## src/logic/rst_seq_regs.vh

```
/*
 * constants for the reset sequencer: register offsets, reset values,
 * timing counts.
 * assumes a 50 MHz system clock and a core that decodes its own
 * register addresses.
 */
`ifndef RST_SEQ_REGS_VH
`define RST_SEQ_REGS_VH

`define OFS_PORT_A_DATA 8'h12
`define OFS_PORT_A_DIRECTION 8'h13
`define OFS_PORT_B_DATA 8'h14
`define OFS_PORT_B_DIRECTION 8'h15
`define OFS_WATCHDOG_PRESCALE_SELECT 8'h09
`define OFS_STATUS 8'h0A

`define RST_PORT_A 8'hFF
`define RST_PORT_B 3'h7
`define RST_PRESCALE_SELECT 8'h07
`define RST_PC 10'h000

`define STARTUP_CYCLES 1024
`define BROWNOUT_TIME_NS 1000000
`define CLOCK_PERIOD_NS 20
`define BROWNOUT_CYCLES (`BROWNOUT_TIME_NS / `CLOCK_PERIOD_NS)

`endif

```

## src/logic/mcu_reset_sequencer.v

```verilog
/*
 * reset sequencer: merges init pin, watchdog expiry and brownout,
 * records the cause, times the start-up delay and holds the reset
 * values of the port and prescale registers.
 * assumes the core reports halt, clear-watchdog and register writes
 * as single-cycle strobes on the system clock.
 */
`timescale 1ns/1ps
`include "rst_seq_regs.vh"

module mcu_reset_sequencer #(
    parameter BROWNOUT_CYCLES = `BROWNOUT_CYCLES
) (
    input wire clock,
    input wire rst,
    input wire external_init_pin_n,
    input wire supply_low,
    input wire brownout_enable,
    input wire watchdog_expired,
    input wire halt_exec,
    input wire watchdog_clear,
    input wire wr_en,
    input wire [7:0] wr_addr,
    input wire [7:0] wr_data,
    output reg core_reset,
    output reg pc_reset,
    output reg prescaler_clear,
    output reg halted,
    output reg watchdog_expiry_flag,
    output reg halt_entered_flag,
    output reg [7:0] watchdog_prescale_select,
    output reg [7:0] port_a_data,
    output reg [7:0] port_a_direction,
    output reg [2:0] port_b_data,
    output reg [2:0] port_b_direction
);

// ****************************************
// pin synchroniser
// ****************************************
reg [2:0] pin_sync_r;
reg pin_low_r;

always @(posedge clock or posedge rst) begin
    if (rst) begin
        pin_sync_r <= 3'h7;
        pin_low_r <= 1'b0;
    end else begin
        pin_sync_r <= {pin_sync_r[1:0], external_init_pin_n};
        if (pin_sync_r[2] == pin_sync_r[1])
            pin_low_r <= ~pin_sync_r[2];
    end
end

// ****************************************
// brownout filter
// ****************************************
reg [2:0] low_sync_r;
reg brown_r;
reg [15:0] low_cnt_r;
reg supply_low_s;

always @(posedge clock or posedge rst) begin
    if (rst) begin
        low_sync_r <= 3'h0;
        supply_low_s <= 1'b0;
        low_cnt_r <= 16'h0000;
        brown_r <= 1'b0;
    end else begin
        low_sync_r <= {low_sync_r[1:0], supply_low};
        if (low_sync_r[2] == low_sync_r[1])
            supply_low_s <= low_sync_r[2];
        // glitches of 1ms or less never reach the reset
        // counter saturates at the limit, so a long sag holds
        // the request without wrapping back to zero
        if (!supply_low_s || !brownout_enable) begin
            low_cnt_r <= 16'h0000;
            brown_r <= 1'b0;
        end else if (low_cnt_r == BROWNOUT_CYCLES[15:0]) begin
            brown_r <= 1'b1;
        end else begin
            low_cnt_r <= low_cnt_r + 16'h0001;
        end
    end
end

// ****************************************
// sequencer
// ****************************************
localparam ST_RUN = 2'h0;
localparam ST_HOLD = 2'h1;
localparam ST_START = 2'h2;

reg [1:0] state_r;
reg [10:0] start_cnt_r;
reg cold_r;
wire hard_req;

assign hard_req = pin_low_r | brown_r;

always @(posedge clock or posedge rst) begin
    if (rst) begin
        // power-up: flags cleared, delay applied
        state_r <= ST_START;
        start_cnt_r <= 11'h000;
        cold_r <= 1'b0;
        core_reset <= 1'b1;
        pc_reset <= 1'b1;
        prescaler_clear <= 1'b1;
        halted <= 1'b0;
        watchdog_expiry_flag <= 1'b0;
        halt_entered_flag <= 1'b0;
        watchdog_prescale_select <= `RST_PRESCALE_SELECT;
        port_a_data <= `RST_PORT_A;
        port_a_direction <= `RST_PORT_A;
        port_b_data <= `RST_PORT_B;
        port_b_direction <= `RST_PORT_B;
    end else begin
        pc_reset <= 1'b0;
        prescaler_clear <= 1'b0;
        cold_r <= 1'b0;
        case (state_r)
        ST_RUN: begin
            if (hard_req) begin
                state_r <= ST_HOLD;
                core_reset <= 1'b1;
                cold_r <= 1'b1;
                if (halted) begin
                    // pin wake from halt
                    watchdog_expiry_flag <= 1'b0;
                    halt_entered_flag <= 1'b1;
                end
                if (brown_r)
                    halt_entered_flag <= 1'b0;
                if (brown_r)
                    watchdog_expiry_flag <= 1'b0;
            end else if (watchdog_expired && halted) begin
                // warm reset: pc and stack only, rest kept
                state_r <= ST_START;
                core_reset <= 1'b1;
                pc_reset <= 1'b1;
                start_cnt_r <= 11'h000;
                watchdog_expiry_flag <= 1'b1;
                halt_entered_flag <= 1'b1;
            end else if (watchdog_expired) begin
                state_r <= ST_START;
                core_reset <= 1'b1;
                cold_r <= 1'b1;
                // count restarts from zero for the full start-up wait
                start_cnt_r <= 11'h000;
                watchdog_expiry_flag <= 1'b1;
            end else if (halt_exec) begin
                halted <= 1'b1;
                halt_entered_flag <= 1'b1;
                watchdog_expiry_flag <= 1'b0;
            end else if (watchdog_clear) begin
                watchdog_expiry_flag <= 1'b0;
                halt_entered_flag <= 1'b0;
            end
        end
        ST_HOLD: begin
            cold_r <= 1'b1;
            start_cnt_r <= 11'h000;
            if (!hard_req) begin
                // pin-only running reset releases at once
                if (halted || brown_r) begin
                    state_r <= ST_START;
                end else begin
                    state_r <= ST_RUN;
                    core_reset <= 1'b0;
                end
            end
            if (brown_r)
                halted <= 1'b1;
        end
        ST_START: begin
            if (hard_req) begin
                state_r <= ST_HOLD;
                cold_r <= 1'b1;
            end else if (start_cnt_r == `STARTUP_CYCLES - 1) begin
                state_r <= ST_RUN;
                core_reset <= 1'b0;
                halted <= 1'b0;
            end else begin
                start_cnt_r <= start_cnt_r + 11'h001;
            end
        end
        default: begin
            state_r <= ST_HOLD;
            core_reset <= 1'b1;
        end
        endcase
        if (cold_r) begin
            // cold resets reload; warm reset skips this
            pc_reset <= 1'b1;
            prescaler_clear <= 1'b1;
            watchdog_prescale_select <= `RST_PRESCALE_SELECT;
            port_a_data <= `RST_PORT_A;
            port_a_direction <= `RST_PORT_A;
            port_b_data <= `RST_PORT_B;
            port_b_direction <= `RST_PORT_B;
        end else if (wr_en && !core_reset) begin
            case (wr_addr)
            `OFS_PORT_A_DATA: port_a_data <= wr_data;
            `OFS_PORT_A_DIRECTION: port_a_direction <= wr_data;
            `OFS_PORT_B_DATA: port_b_data <= wr_data[2:0];
            `OFS_PORT_B_DIRECTION: port_b_direction <= wr_data[2:0];
            `OFS_WATCHDOG_PRESCALE_SELECT:
                watchdog_prescale_select <= wr_data;
            default: begin
            end
            endcase
        end
    end
end

// limitation: a brownout seen during start-up re-enters hold but
// keeps the flags, since the cause was already recorded
// memory pointer, accumulator and table registers live in the core
// and get no reset from here, so they keep their value

endmodule

```

## config.mk

```make
export PLATFORM = sky130hd
export DESIGN_NAME = mcu_reset_sequencer
export DESIGN_NICKNAME = d
export VERILOG_FILES = /design/src/logic/mcu_reset_sequencer.v
export VERILOG_INCLUDE_DIRS = /design/src /design/src/logic
export SDC_FILE = /design/constraint.sdc
export NUM_CORES = 1
export LEC_CHECK = 0
export ABC_AREA = 1
export BUFFER_PORTS_ARGS = -buffer_cell sky130_fd_sc_hd__buf_2
export CORE_ASPECT_RATIO = 0.9
export CORE_MARGIN = 2
export CORE_UTILIZATION = 50
export CTS_BUF_LIST = sky130_fd_sc_hd__clkbuf_4 sky130_fd_sc_hd__clkbuf_8 sky130_fd_sc_hd__clkbuf_16
export CTS_CLUSTER_SIZE = 12
export DETAILED_ROUTE_END_ITERATION = 6
export HOLD_SLACK_MARGIN = 0.12
export PLACE_DENSITY = 0.72
export SLEW_MARGIN = 20
export SYNTH_ARGS = -nofsm -noshare
export SYNTH_HDL_FRONTEND = slang
export SYNTH_SLANG_ARGS = --single-unit
```

## constraint.sdc

```tcl
create_clock -name clock -period 3.1 [get_ports clock]
set_input_delay 0.62 -clock clock [delete_from_list [all_inputs] [get_ports clock]]
set_output_delay 0.62 -clock clock [all_outputs]
set_load 0.02 [all_outputs]
```

# == Word level (Yosys, flattened, before mapping) ==
# Cells that the tools add are included.
# Widths: inputs -> output; s select.
# totals
reg_bits,75
latchBits,0
ramBits,0
mem_bits_ro,0
inputBits,25
out_inout_bits,36
wordCells,150
n_memories,0
# classes
addsub,2
multipliers,0
div_mod_pow,0
magnitude_cmp,0
n_eq_ne,27
n_shift,0
mux,70
bitwise_logic,2
reduce_logical,29
# op_table
op,n
$mux 8,9
$mux 11,5
$mux 1,36
$pmux 11 s3,1
$eq 8x5->1 const B,4
$mux 16,2
$ne 2x2->1 const B,11
$mux 3,6
$add 16x1->16 const B,1
$eq 16x16->1 const B,1
$mux 2,7
$reduce_bool 2->1,7
$add 11x1->11 const B,1
$eq 11x10->1 const B,1
$reduce_and 2->1,5
$reduce_and 5->1,2
$ne 3x3->1 const B,3
$pmux 1 s3,3
$eq 8x4->1 const B,1
$reduce_and 8->1,1
$pmux 2 s3,1
$reduce_and 3->1,2
$reduce_bool 5->1,1
$ne 4x4->1 const B,1
other kinds (13),18

# == Depth between registers and ports, before layout ==
# depth
depth_word,5
depth_mapped,11
ltp_nobuf,10

# == Least setup slack after synthesis ==
# Ideal clock, no wire load.
# synth_path
path_kind,register to register
startpoint,reg state_r[1]
endpoint,reg start_cnt_r[9]
setup_time_ns,0.065
arrival_ns,1.512
required_ns,3.035
slack_ns,1.523
path_stages_with_launch,11
n_path_buf,1
period_less_slack_ns,1.577
cell_sequence,dfstp_2 -> inv_1 -> ha_1 -> inv_1 -> nor2_1 -> nor2_1 -> nand3_1 -> nor2_1 -> buf_6 -> nand3_1 -> nand2_1
# synth_between
elab_chain_cells,3
elab_cells_between_ends,10
classes_between,eq/ne (6); mux (1); reduce/logical (3)
# synth_lines
item,line_no,text
from (decl),mcu_reset_sequencer.v:94,reg [1:0] state_r;
from (signal assigned),mcu_reset_sequencer.v:104,state_r <= ST_START;
from (signal assigned),mcu_reset_sequencer.v:125,state_r <= ST_HOLD;
from (signal assigned),mcu_reset_sequencer.v:139,state_r <= ST_START;
$eq 2x2->1 (tied with other cells),mcu_reset_sequencer.v:122,case (state_r)
$ne 2x2->1 (no source line) (tied with other cells),n/a,
$reduce_and 5->1 (no source line),n/a,
to (signal assigned),mcu_reset_sequencer.v:185,start_cnt_r <= start_cnt_r + 11'h001;
to (decl),mcu_reset_sequencer.v:95,reg [10:0] start_cnt_r;
# Several ways; a longest one is shown, not always the timed one.
# A chain may end at the register's enable or synchronous reset.

# == Final worst setup path ==
# layout_path
startpoint,reg state_r[1]
endpoint,reg start_cnt_r[7]
# Same word-level chain as after synthesis.

==> summary.txt <==
run status: completed
number of buffers on the longest clock path: 2
Slew @ Worst Pin: 776 ps
Setup Skew: 9.31 ps
endpoint class of the critical path: register
number of instances in the synthesized netlist: 464
switching power summed over all nets: 1.13 mW
number of max-slew violations in the final report: 0
Net Sw Frac: 38.4%
Crit Path Class: reg2reg
Cell Chain, Critical Path: inv_1 -> ha_1 -> inv_1 -> nor2_1 -> nor2_1 -> nand3_1 -> nor2_1 -> o21ai_0 -> nand2_1
unrepaired setup endpoints after global routing: no
highest fanout seen on the critical path: 11
TritonCTS Buffers: 9
max-cap viol count: 0
M3 GR Usage: 5.01%
busiest layer in global routing: met2
sum of negative setup slack: 0 ps
worst IR drop on VDD: 0.000418 V
synthesized-area fraction occupied by ao, oa, aoi and oai cells: 3.55%
number of global-route vias before repair: 3025
pin count of the biggest net entering global routing: 43
count of hold buffers inserted by post-cts repair: 0
period utilisation layout: 70.0%
level count of the clock H-tree: 3
Slowest-stage cell, CP: dfstp_2
# setup viols final: 0
final core utilization: 60.7%
total wirelength of the detailed-routed design: 7.75 mm
global routing met2 resource utilization: 32.5%
total number of clock tree sinks: 75
number of ports placed on the die boundary: 61
XOR/XNOR Fraction of Synth Area: 2.35%
Die Y-Extent: 86.0 um
sequential power share: 43.2%
die footprint: 8180 um^2
dominant combinational cell family by area after synthesis: simple AND/OR/NAND/NOR gates
Slew headroom: 48.2%
remaining antenna violation count after routing: 0
static power due to leakage: 2.11 nW
required arrival time at the worst endpoint: 3380 ps
final worst path period need: 2170 ps
clock tree from TritonCTS: built
area of the mapped netlist: 3730 um^2
detailed-router iteration count before antenna repair: 5
share of post-route cells with drive strength above 1: 25.4%
sequential element share of the synthesized area: 51.3%
family of cells with the greatest summed delay on the critical path: simple AND/OR/NAND/NOR gates
power share of the combinational group: 31.2%
number of register bits inferred by synthesis: 75
final instance area: 4340 um^2
Starting DRT DRC Count: 208
Mapped Nets: 496
cell seen most often among critical-path stages: nor2_1
Pwr Total: 2.95 mW
Gates resized, CTS repair: 0
cell internal pwr: 1.81 mW
Clk pin slew, worst setup/hold paths: 90 ps
Net count, final: 563
Synth Area in Adders: 2.61%
Congestion Overflow GR: 0
simple logic cell fraction of the synthesized area: 35.0%
area of the core: 7150 um^2
Crit Reg-Reg Startpoint: state_r[1]$_DFFE_PP1P_
total number of placement rows: 29
pwr dens: 680 nW/um^2
global-route wire length before repair: 13.3 mm
endpoint of the worst-slack reg-to-reg timing path: start_cnt_r[7]$_DFFE_PP0P_
upper clock frequency limit: 461 MHz
share of synthesized area spent on multiplexers: 0%
Register-to-Register Path Depth: 9
Setup WS post-layout: 929 ps
slack of the worst reg-to-reg path: 930 ps
number of input and output port buffers inserted: 60
number of cells on the worst hold path: 0
class of the most critical hold timing path: reg2reg
instance area at placement: 4140 um^2
CP Launch Type: register
Synth cell types: 30
met1 layer usage reported by global route: 27.3%
Syn-to-layout area delta: 16.1%
ant diodes: 0
root buffer cell: clkbuf_8
Setup Buffers After CTS: 0
synthesized area per cell: 8.05 um^2
most frequent standard cell in the layout excluding fill and tap cells: nand2_1
stage delay of the slowest cell on the critical path: 570 ps
Min-Delay Startpoint: low_sync_r[0]$_DFF_PP0_
most frequent cells in the layout: nand2_1, nor2_1, buf_2
worst min-delay path endpoint: low_sync_r[1]$_DFF_PP0_
buffers plus inverters on the worst setup path: 2
via density per instance: 5.04
Initial Utilization: 52.2%
clock insertion delay at the later pin of the skew report: 350 ps
worst setup slack before clock tree synthesis: 934 ps
routed wire length per instance: 12.3 um
total DRC errors in the routed layout: 0
number of antenna violations at the first check in global routing: 0
routed via count: 3170
routability-driven placement congestion ratio: 0.913
DP Wirelength: 5.59 mm
global router's overall resource usage: 20.5%
Die Span X: 95.1 um
arrival time worst endpoint: 2450 ps
number of hold violations in the final report: 0
proportion of power drawn by the clock network: 25.6%
synth warn: 0
[per-layer routing]
metal  wire [um]  share of wire, %  up-vias
li1            -                 -     1599
met2        3480                45       97
met1        3640                47     1462
met3         498               6.4       12
met5           0                 0        -
met4         129               1.7        0
[registers in the layout, summed over array words and instances (netlist names), 2 cells and up]
name                      flops
port_b_data                   3
pin_sync_r                    3
start_cnt_r                  11
low_cnt_r                    16
port_a_direction              8
watchdog_prescale_select      8
port_a_data                   8
low_sync_r                    3
port_b_direction              3
state_r                       2
[power groups by stage]
stage,Clock [mW],Sequential (mW),Combinational (mW)
after floorplan,0,1.39,0.576
after global placement,0,1.28,0.919
after detailed placement,0,1.29,0.920
after CTS,0.784,1.27,0.929
after global routing,0.818,1.29,1.04
final,0.755,1.27,0.921
[logic make-up after synthesis]
group | Yosys count
and+or+nand+nor | 300
buffers and inverters | 47
xor gates and xnor gates | 10
AOI/OAI and AO/OA | 24
adders and majority gates | 8
DFF | 75
[cell usage after synthesis]
| master | count | share of area [%] |
|---|---|---|
| o21ai_0 | 11 | 1.5 |
| xnor2_1 | 4 | 0.94 |
| a31oi_1 | 3 | 0.50 |
| inv_1 | 39 | 3.9 |
| buf_2 | 2 | 0.27 |
| dfrtp_1 | 43 | 29 |
| clkinv_1 | 1 | 0.10 |
| nand4_2 | 1 | 0.33 |
| nor2_1 | 102 | 10 |
| a21oi_1 | 7 | 0.94 |
| buf_6 | 2 | 0.60 |
| nor2_4 | 4 | 1.2 |
| ha_1 | 7 | 2.3 |
| or2_2 | 8 | 1.3 |
| nand4_1 | 8 | 1.3 |
| o21ai_2 | 1 | 0.23 |
| maj3_1 | 1 | 0.27 |
| dfstp_2 | 32 | 23 |
| nand3_2 | 1 | 0.27 |
| nand3_4 | 1 | 0.47 |
| o31ai_1 | 1 | 0.20 |
| nand3_1 | 43 | 5.8 |
| nand2_1 | 121 | 12 |
| nor3_2 | 1 | 0.27 |
| o21bai_1 | 1 | 0.20 |
| nand2_2 | 7 | 1.2 |
| xor2_1 | 6 | 1.4 |
| inv_2 | 2 | 0.20 |
| nor3_1 | 3 | 0.40 |
| clkbuf_1 | 1 | 0.10 |
[worst max-delay path by stage]
| stage | from | to | slack [ps] | cells after the start |
|---|---|---|---|---|
| floorplan | rst | brown_r$_DFFE_PP0P_ | 620 | 1 |
| global placement | state_r[1]$_DFFE_PP1P_ | start_cnt_r[7]$_DFFE_PP0P_ | 1040 | 9 |
| detailed placement | state_r[1]$_DFFE_PP1P_ | start_cnt_r[7]$_DFFE_PP0P_ | 930 | 9 |
| CTS | state_r[1]$_DFFE_PP1P_ | start_cnt_r[7]$_DFFE_PP0P_ | 900 | 9 |
| global route | state_r[1]$_DFFE_PP1P_ | start_cnt_r[7]$_DFFE_PP0P_ | 640 | 9 |
| finish | state_r[1]$_DFFE_PP1P_ | start_cnt_r[7]$_DFFE_PP0P_ | 930 | 9 |
[area by class of cell]
| class | count | area, um^2 |
|---|---|---|
| Clock inverter | 6 | 52.6 |
| Timing Repair Buffer | 61 | 320 |
| Inverter | 42 | 158 |
| Fill cell | 659 | 2810 |
| Tap cell | 93 | 116 |
| Clock buffer | 10 | 149 |
| Multi-Input combinational cell | 342 | 1620 |
| Sequential cell | 75 | 1920 |
[per-stage QoR]
| step | hold WS, ps | cells |
|---|---|---|
| after CTS | 352 | 629 |
| final | 347 | 629 |
| after floorplan | 331 | 464 |
| after global routing | 351 | 629 |
| after detailed placement | 348 | 613 |
| after global placement | 341 | 613 |
[worst reg2reg max path, stage by stage, from the launching register on]
cell and delay (ps):
dfstp_2 570, inv_1 70, ha_1 230, inv_1 130, nor2_1 80, nor2_1 80, nand3_1 90, nor2_1 550
o21ai_0 200, nand2_1 100
(Power assumes the default switching activity.)
